<file path="config.mk">
export PLATFORM = sky130hd
export DESIGN_NAME = pam_core
export DESIGN_NICKNAME = d
export VERILOG_FILES = /design/src/pam_pkg.sv /design/src/pam_core.sv /design/src/pam_delay.sv
export SDC_FILE = /design/constraint.sdc
export NUM_CORES = 1
export LEC_CHECK = 0
export BUFFER_PORTS_ARGS = -buffer_cell sky130_fd_sc_hd__buf_2
export CAP_MARGIN = 20
export CORE_UTILIZATION = 38
export CTS_BUF_LIST = sky130_fd_sc_hd__clkbuf_2
export CTS_CLUSTER_DIAMETER = 50
export CTS_CLUSTER_SIZE = 12
export DETAILED_ROUTE_END_ITERATION = 10
export GPL_TIMING_DRIVEN = 0
export PLACE_DENSITY = 0.51
export SLEW_MARGIN = 5
export SYNTH_ARGS = -nofsm -noshare
export SYNTH_HDL_FRONTEND = slang
export SYNTH_SLANG_ARGS = --single-unit
</file>
<file path="constraint.sdc">
create_clock -name mclk_i -period 89.9 [get_ports mclk_i]
set_input_delay 4.495 -clock mclk_i [delete_from_list [all_inputs] [get_ports mclk_i]]
set_output_delay 4.495 -clock mclk_i [all_outputs]
set_load 0.01 [all_outputs]
</file>
<file path="src/pam_pkg.sv">
package pam_pkg;
  // ******************************************************
  // sample path
  // ******************************************************
  localparam int          PAM_DATA_W      = 12;
  localparam int          PAM_AIN_W       = 14;
  localparam int          PAM_LATENCY     = 5;
  localparam logic [11:0] PAM_MID_CODE    = 12'h800;
  localparam logic [11:0] PAM_MAX_CODE    = 12'hfff;
  localparam logic [11:0] PAM_MIN_CODE    = 12'h000;
  localparam logic [11:0] PAM_INT_SPAN    = 12'h800;
  localparam int          PAM_SPAN_SHIFT  = 11;
  localparam real         PAM_FCLK_MAX_MHZ = 15.0;

  // ******************************************************
  // config pin codes {high, low}
  // ******************************************************
  localparam logic [1:0]  PAM_CFG_DOWN    = 2'h0;
  localparam logic [1:0]  PAM_CFG_UNITY   = 2'h1;
  localparam logic [1:0]  PAM_CFG_HALF    = 2'h2;
  localparam logic [1:0]  PAM_CFG_UNUSED  = 2'h3;

  typedef enum logic [1:0] {
    PAM_MODE_DOWN,
    PAM_MODE_UNITY,
    PAM_MODE_HALF,
    PAM_MODE_FAULT
  } pam_mode_t;

  // ******************************************************
  // register map (byte addresses, word aligned)
  // ******************************************************
  localparam int          PAM_ADDR_W      = 4;
  localparam logic [3:0]  PAM_OFS_STATUS  = 4'h0;
  localparam logic [3:0]  PAM_OFS_MASK    = 4'h4;
  localparam logic [3:0]  PAM_OFS_CTRL    = 4'h8;
  localparam logic [3:0]  PAM_OFS_STATE   = 4'hc;
  localparam int          PAM_EV_W        = 3;
  localparam int          PAM_EV_OVR      = 0;
  localparam int          PAM_EV_FAULT    = 1;
  localparam int          PAM_EV_DOWN     = 2;
  localparam int          PAM_CTRL_EVEN   = 0;
  localparam logic [2:0]  PAM_MASK_RST    = 3'h0;
  localparam logic        PAM_CTRL_RST    = 1'b1;
  localparam int          PAM_ST_DATA_LSB = 0;
  localparam int          PAM_ST_OVR      = 12;
  localparam int          PAM_ST_VALID    = 13;
  localparam int          PAM_ST_REFEXT   = 14;
  localparam int          PAM_ST_MODE_LSB = 16;
endpackage

</file>
<file path="src/pam_core.sv">
// The implementer's own choices: the address map and the Avalon-MM register port.
`timescale 1ns/10ps
// Notes on behaviour
// - sample on rise, output after fifth edge
// - strap low internal ref, high external
// - config pins pick unity, half or unused
// - both config pins low means power-down
// - low enable drives bus, else released
// - results are unsigned straight binary
// - over-range flag travels with its result
// - output enable acts without the clock
module pam_core
  import pam_pkg::*;
#(
  parameter int LATENCY = pam_pkg::PAM_LATENCY
) (
  input  wire logic                          mclk_i,       // sample clock
  input  wire logic                          arst_n_i,     // async reset
  input  wire logic signed [pam_pkg::PAM_AIN_W-1:0] ain_i, // front-end value
  input  wire logic [11:0]                   ext_span_i,   // ext half span
  input  wire logic                          reference_source_select_i, // strap
  input  wire logic                          config_select_low_i,  // pin
  input  wire logic                          config_select_high_i, // pin
  input  wire logic                          out_en_n_i,   // bus enable, low
  output logic [pam_pkg::PAM_DATA_W-1:0]     sample_data_bus_o,  // data
  output logic [pam_pkg::PAM_DATA_W-1:0]     sample_data_bus_oe_o, // drive
  output logic                               over_range_flag_o,  // ovr
  output logic                               sample_valid_o, // fresh data
  output logic                               mode_fault_o, // unused code
  input  wire logic [pam_pkg::PAM_ADDR_W-1:0] avs_address,  // byte addr
  input  wire logic                          avs_read,     // read
  input  wire logic                          avs_write,    // write
  input  wire logic [31:0]                   avs_writedata, // wdata
  input  wire logic [3:0]                    avs_byteenable, // lanes
  output logic [31:0]                        avs_readdata, // rdata
  output logic                               avs_waitrequest, // stall
  output logic                               irq_o         // interrupt
);
  import pam_pkg::*;

  // ******************************************************
  // pin synchronisers
  // ******************************************************
  logic [2:0] pin_s1_r;
  logic [2:0] pin_s2_r;

  always_ff @(posedge mclk_i or negedge arst_n_i) begin
    if (!arst_n_i) begin
      pin_s1_r <= '0;
      pin_s2_r <= '0;
    end else begin
      pin_s1_r <= {reference_source_select_i, config_select_high_i,
                   config_select_low_i};
      pin_s2_r <= pin_s1_r;
    end
  end

  // ******************************************************
  // mode decode
  // ******************************************************
  pam_mode_t mode;
  logic      ref_ext;

  always_comb begin
    ref_ext = pin_s2_r[2];
    case (pin_s2_r[1:0])
      PAM_CFG_DOWN:   mode = PAM_MODE_DOWN;
      PAM_CFG_UNITY:  mode = PAM_MODE_UNITY;
      PAM_CFG_HALF:   mode = PAM_MODE_HALF;
      PAM_CFG_UNUSED: mode = PAM_MODE_FAULT;
      default:        mode = PAM_MODE_DOWN;
    endcase
  end

  // the unused code converts nothing: safer than guessing a gain
  logic converting;
  assign converting   = (mode == PAM_MODE_UNITY) || (mode == PAM_MODE_HALF);
  assign mode_fault_o = (mode == PAM_MODE_FAULT);

  // ******************************************************
  // quantiser
  // ******************************************************
  logic signed [PAM_AIN_W-1:0] vp;
  logic signed [27:0]          scaled;
  logic signed [27:0]          span;
  logic [PAM_DATA_W-1:0]       code;
  logic                        over_range_indicator;

  always_comb begin
    vp = (mode == PAM_MODE_HALF) ? (ain_i >>> 1) : ain_i;
    // external span of zero would divide by zero; fall back to internal
    span = (ref_ext && ext_span_i != 12'h000) ?
           28'(ext_span_i) : 28'(PAM_INT_SPAN);
    scaled = (28'(vp) <<< PAM_SPAN_SHIFT) / span;
    over_range_indicator  = 1'b0;
    if (scaled > 28'sd2047) begin
      code = PAM_MAX_CODE;
      over_range_indicator  = 1'b1;
    end else if (scaled < -28'sd2048) begin
      code = PAM_MIN_CODE;
      over_range_indicator  = 1'b1;
    end else begin
      code = scaled[11:0] + PAM_MID_CODE;
    end
  end

  // ******************************************************
  // pipeline
  // ******************************************************
  logic [PAM_DATA_W:0] smp_r;
  logic [PAM_DATA_W:0] smp_nxt;
  logic [PAM_DATA_W:0] pipe_q;

  always_comb begin
    smp_nxt = converting ? {over_range_indicator, code} : smp_r;
  end

  always_ff @(posedge mclk_i or negedge arst_n_i) begin
    if (!arst_n_i) begin
      smp_r <= '0;
    end else begin
      smp_r <= smp_nxt;
    end
  end

  // sample register plus LATENCY stages: the edge that samples is not
  // counted, so the result leaves on the fifth edge after it
  pam_delay #(
    .W     (PAM_DATA_W + 1),
    .DEPTH (LATENCY)
  ) u_pipe (
    .mclk_i   (mclk_i),
    .arst_n_i (arst_n_i),
    .adv_i    (converting),
    .d_i      (smp_r),
    .q_o      (pipe_q)
  );

  assign sample_data_bus_o = pipe_q[PAM_DATA_W-1:0];
  assign over_range_flag_o = pipe_q[PAM_DATA_W];

  // straight from the pin: no clock may sit in the enable path
  assign sample_data_bus_oe_o = {PAM_DATA_W{~out_en_n_i}};

  // ******************************************************
  // freshness tracking
  // ******************************************************
  logic [3:0] fill_r;
  logic [3:0] fill_nxt;
  logic [2:0] cfg_r;
  logic [2:0] cfg_nxt;
  logic       cfg_chg;

  always_comb begin
    cfg_nxt = pin_s2_r;
    cfg_chg = (cfg_r != pin_s2_r);
    if (!converting || cfg_chg) begin
      fill_nxt = '0;
    end else if (fill_r < 4'(LATENCY)) begin
      fill_nxt = fill_r + 4'h1;
    end else begin
      fill_nxt = fill_r;
    end
  end

  always_ff @(posedge mclk_i or negedge arst_n_i) begin
    if (!arst_n_i) begin
      fill_r <= '0;
      cfg_r  <= '0;
    end else begin
      fill_r <= fill_nxt;
      cfg_r  <= cfg_nxt;
    end
  end

  assign sample_valid_o = (fill_r == 4'(LATENCY)) && converting;

  // ******************************************************
  // register slave and interrupts
  // ******************************************************
  logic                ack_r;
  logic                ack_nxt;
  logic [31:0]         rd_r;
  logic [31:0]         rd_nxt;
  logic [PAM_EV_W-1:0] sts_r;
  logic [PAM_EV_W-1:0] sts_nxt;
  logic [PAM_EV_W-1:0] msk_r;
  logic [PAM_EV_W-1:0] msk_nxt;
  logic                ctl_r;
  logic                ctl_nxt;
  logic [PAM_EV_W-1:0] ev;
  logic                down_q_r;
  logic                wr_go;
  logic                rd_go;

  assign rd_go = avs_read  && !ack_r;
  assign wr_go = avs_write && ack_r;

  always_comb begin
    ack_nxt = (avs_read || avs_write) && !ack_r;
    ev = '0;
    ev[PAM_EV_OVR]   = over_range_flag_o && converting;
    ev[PAM_EV_FAULT] = mode_fault_o;
    ev[PAM_EV_DOWN]  = (mode == PAM_MODE_DOWN) && !down_q_r;
    msk_nxt = msk_r;
    ctl_nxt = ctl_r;
    sts_nxt = sts_r;
    if (wr_go && avs_byteenable[0]) begin
      case (avs_address)
        PAM_OFS_STATUS: sts_nxt = sts_r & ~avs_writedata[PAM_EV_W-1:0];
        PAM_OFS_MASK:   msk_nxt = avs_writedata[PAM_EV_W-1:0];
        PAM_OFS_CTRL:   ctl_nxt = avs_writedata[PAM_CTRL_EVEN];
        default:        ;
      endcase
    end
    // a new event beats a clear in the same cycle
    if (ctl_r) begin
      sts_nxt = sts_nxt | ev;
    end
    rd_nxt = rd_r;
    if (rd_go) begin
      rd_nxt = 32'h0;
      case (avs_address)
        PAM_OFS_STATUS: rd_nxt[PAM_EV_W-1:0] = sts_r;
        PAM_OFS_MASK:   rd_nxt[PAM_EV_W-1:0] = msk_r;
        PAM_OFS_CTRL:   rd_nxt[PAM_CTRL_EVEN] = ctl_r;
        PAM_OFS_STATE: begin
          rd_nxt[PAM_ST_DATA_LSB +: PAM_DATA_W] = sample_data_bus_o;
          rd_nxt[PAM_ST_OVR]    = over_range_flag_o;
          rd_nxt[PAM_ST_VALID]  = sample_valid_o;
          rd_nxt[PAM_ST_REFEXT] = ref_ext;
          rd_nxt[PAM_ST_MODE_LSB +: 2] = mode;
        end
        default:        rd_nxt = 32'h0;
      endcase
    end
  end

  always_ff @(posedge mclk_i or negedge arst_n_i) begin
    if (!arst_n_i) begin
      ack_r    <= 1'b0;
      rd_r     <= '0;
      sts_r    <= '0;
      msk_r    <= PAM_MASK_RST;
      ctl_r    <= PAM_CTRL_RST;
      down_q_r <= 1'b1;
    end else begin
      ack_r    <= ack_nxt;
      rd_r     <= rd_nxt;
      sts_r    <= sts_nxt;
      msk_r    <= msk_nxt;
      ctl_r    <= ctl_nxt;
      down_q_r <= (mode == PAM_MODE_DOWN);
    end
  end

  assign avs_waitrequest = (avs_read || avs_write) && !ack_r;
  assign avs_readdata    = rd_r;
  assign irq_o           = |(sts_r & msk_r);
endmodule

</file>
<file path="src/pam_delay.sv">
`timescale 1ns/10ps
module pam_delay #(
  parameter int W     = 13,
  parameter int DEPTH = 5
) (
  input  wire logic         mclk_i,   // sample clock
  input  wire logic         arst_n_i, // async reset, low
  input  wire logic         adv_i,    // advance the pipe
  input  wire logic [W-1:0] d_i,      // stage input
  output logic      [W-1:0] q_o       // last stage
);
  logic [W-1:0] stg_r   [DEPTH];
  logic [W-1:0] stg_nxt [DEPTH];

  genvar g;
  generate
    for (g = 0; g < DEPTH; g++) begin : g_stage
      always_comb begin
        if (!adv_i) begin
          stg_nxt[g] = stg_r[g];
        end else if (g == 0) begin
          stg_nxt[g] = d_i;
        end else begin
          stg_nxt[g] = stg_r[(g == 0) ? 0 : g-1];
        end
      end

      always_ff @(posedge mclk_i or negedge arst_n_i) begin
        if (!arst_n_i) begin
          stg_r[g] <= '0;
        end else begin
          stg_r[g] <= stg_nxt[g];
        end
      end
    end
  endgenerate

  assign q_o = stg_r[DEPTH-1];
endmodule

</file>
==> impl_metrics.ini <==
[outcome]
status = completed

[sta]
finalSetupViolCount = 0
max-slew-margin-rel = 0.278
fin_crit_sh = 0.933
worst_slew_pin_slew_ns = 1.07
skew_ns = 0.0296
finalCriticalPeriod_ns = 83.91
max_freq_ghz = 0.0119
finalHoldViolCount = 0
drv_slew = 0

[clock_network]
cts_tree = yes
insertion_delay_ns = 0.67
htree_levels = 4
cts_made_buffers = 17
cts_root_buffer = clkbuf_2
clk_pin_slew_ns = 0.18
hold_buffers = 0
clockBufferDepth = 2
clock-sinks = 117

[logic_synthesis]
synth_top_area_share = 0.135
synth-seq-cells = 117
yosys_warnings = 0
synthArstFlopShare = 1.00
synth_area_um2 = 24900
yosysTopAreaCell = ha_1
netlist_instances = 3314
synth_area_per_cell_um2 = 7.51
synth_flop_cell = dfrtp_1
seq_area_frac_synth = 0.118
synth.area.top_cells = ha_1 14%, dfrtp_1 12%, mux2_2 5.1%
synth_cell_types = 135
synth-edff-count = 0

[run]
drv_cap = 0

[critical_path]
path_max_fanout = 28
end_kind = register
crit_arrival_ns = 84.52
crit_path_start_kind = input pin
required_ns = 90.50
crit_slowest_cell = or4b_4
slowest_delay_ns = 0.57
critPathKind = input pin to register
cp_common_cell = o21ai_0

[global_route]
antenna_found_initial = 1
grt_usage = 0.243
grt_pass1_vias = 25063
grt_overflow = 0
grt_max_degree = 84
grt_first_pass_wirelength_mm = 135

[die]
die_y_um = 258
start_util = 0.386
die-width_um = 258
rows = 93
top_level_ports = 135
fp.coreArea_um2 = 64600
dieArea_um2 = 66600

[cells_and_area]
instances_no_fill = 4343
syn_to_final_growth_pct = 11.2
finalNetCount = 3818
layout-drive-gt1-share = 0.160
seq_area_um2 = 2930
multi_input_area_um2 = 21400
fillers = 6679

[drt]
drt-initial-drc-count = 1939
routedWlPerCell_um = 19.2
viasPerCell = 6.03
routed_wl_mm = 83.5
vias = 26193
drt-pass1-iter-count = 5
drc_errors = 0
antenna_left = 0

[placement]
io_buffers = 83
gp_congestion = 0.919
dpl.hpwl_mm = 67.2
dpl.cell_count = 4276

[min_path]
hp-class = register to register
-- synthesized netlist by cell type, types with 10 or more instances --
| cell | count |
|---|---|
| nor2_1 | 302 |
| nand2_1 | 270 |
| ha_1 | 269 |
| a21oi_1 | 231 |
| o21ai_0 | 209 |
| a21o_1 | 124 |
| dfrtp_1 | 115 |
| mux2_2 | 113 |
| nor3_1 | 113 |
| xnor2_1 | 110 |
| inv_1 | 90 |
| nand2b_1 | 89 |
| nand3_1 | 82 |
| clkbuf_1 | 72 |
| xor2_1 | 70 |
| o31ai_1 | 68 |
| o21a_1 | 66 |
| and2_1 | 62 |
| or3_1 | 51 |
| nand4_1 | 47 |
| o211ai_1 | 42 |
| buf_4 | 40 |
| nor2b_1 | 35 |
| a211oi_1 | 32 |
| mux2i_1 | 32 |
| nor4_1 | 32 |
| or2_2 | 30 |
| and3_1 | 29 |
| a22o_1 | 22 |
| a31oi_1 | 22 |
| o22ai_1 | 17 |
| or4_1 | 17 |
| a211o_1 | 16 |
| buf_2 | 16 |
| o21ai_1 | 15 |
| a2111oi_0 | 14 |
| a22oi_1 | 13 |
| a21boi_0 | 12 |
| o21bai_1 | 12 |
| o31a_1 | 12 |
| a221oi_1 | 11 |
| a32oi_1 | 11 |
| o2111ai_1 | 10 |
-- state kept, by name, indices dropped and copies added (netlist names), 3 cells and up --
name,cells
fill_r,4
cfg_nxt,3
sts_r,3
pin_s1_r,3
smp_r,13
u_pipe.q_o,13
msk_r,3
avs_readdata,17
cfg_r,3
u_pipe.stg_r,52
-- area by class of cell --
class / count / area share
Multi-Input combinational cell: 2979 / 0.773
Sequential cell: 117 / 0.106
Tap cell: 855 / 0.0386
Timing Repair Buffer: 125 / 0.0299
Buffer: 141 / 0.0295
Inverter: 93 / 0.0126
Clock inverter: 13 / 0.00673
Clock buffer: 19 / 0.00343
Antenna cell: 1 / 0.0000903
-- worst max-delay path: cells and delay by family --
family | cells | cell delay (ns)
mux | 6 | 1.78
buf+inv | 43 | 9.83
xor+xnor | 1 | 0.09
fa+ha+maj | 30 | 8.81
simple gates | 118 | 21.25
compound gates | 180 | 37.99
-- per-layer routing --
metal  share of wire  vias up  track usage
li1                -    12886            -
met1            0.49    12620        0.340
met4           0.011        0       0.0360
met5               0        -            0
met2            0.46      611        0.413
met3           0.040       76       0.0195
-- worst paths after layout --
kind	from	endpoint	slack, ns	depth (start not counted)
min	pin_s1_r[2]	cfg_nxt[2]	0.37	0
max reg2reg	cfg_nxt[2]	smp_r[1]	8.17	379
max	ext_span_i[0]	smp_r[1]	5.99	378
min in group asynchronous	arst_n_i	cfg_nxt[2]	3.69	1
min reg2reg	pin_s1_r[2]	cfg_nxt[2]	0.37	0
max in group asynchronous	arst_n_i	ctl_r	85.46	2
-- stage by stage --
stage | utilization | area (um^2) | setup TNS [ns] | hold slack [ns] | worst slack [ns]
2_1_floorplan | - | 25000 | 0 | 0.331 | 12.40
3_5_place_dp | 0.412 | 26600 | -92.82 | 0.336 | -7.43
5_1_grt | 0.429 | 27700 | -0.713 | 0.395 | -0.128
6_report | 0.429 | 27700 | 0 | 0.371 | 5.99
3_3_place_gp | 0.410 | 26500 | -96.04 | 0.342 | -7.67
4_1_cts | 0.419 | 27100 | 0 | 0.372 | 0.128
-- timing repair --
action | in CTS | in global routing
setup endpoints to repair | 13 | 13
pin swaps | 3 | 17
setup buffers | 3 | 32
resized for setup | 44 | 125
-- cells by family (layout without fill, tap and decap cells) --
| family | count (synthesis) | after routing | share of synthesized area |
|---|---|---|---|
| AOI/OAI and AO/OA | 1110 | 1110 | 0.309 |
| DFF | 117 | 117 | 0.118 |
| and+or+nand+nor | 1245 | 1245 | 0.259 |
| buffers and inverters | 235 | 391 | 0.0435 |
| other | 1 | 19 | 0.000151 |
| muxes | 152 | 152 | 0.0687 |
| adders and majority gates | 270 | 270 | 0.136 |
| xor gates and xnor gates | 184 | 184 | 0.0662 |
-- cells in the final DEF, fill, tap and decap left out, types with 102 or more instances in the layout --
master   count
xnor2_1    110
a21oi_1    224
nor2_1     295
mux2_2     113
ha_1       268
buf_2      102
o21ai_0    206
nor3_1     102
dfrtp_1    115
a21o_1     124
nand2_1    256
Power is left out: the tool's default activity adds up to more than one toggle a clock period on the data nets, which glitch-free logic cannot reach.
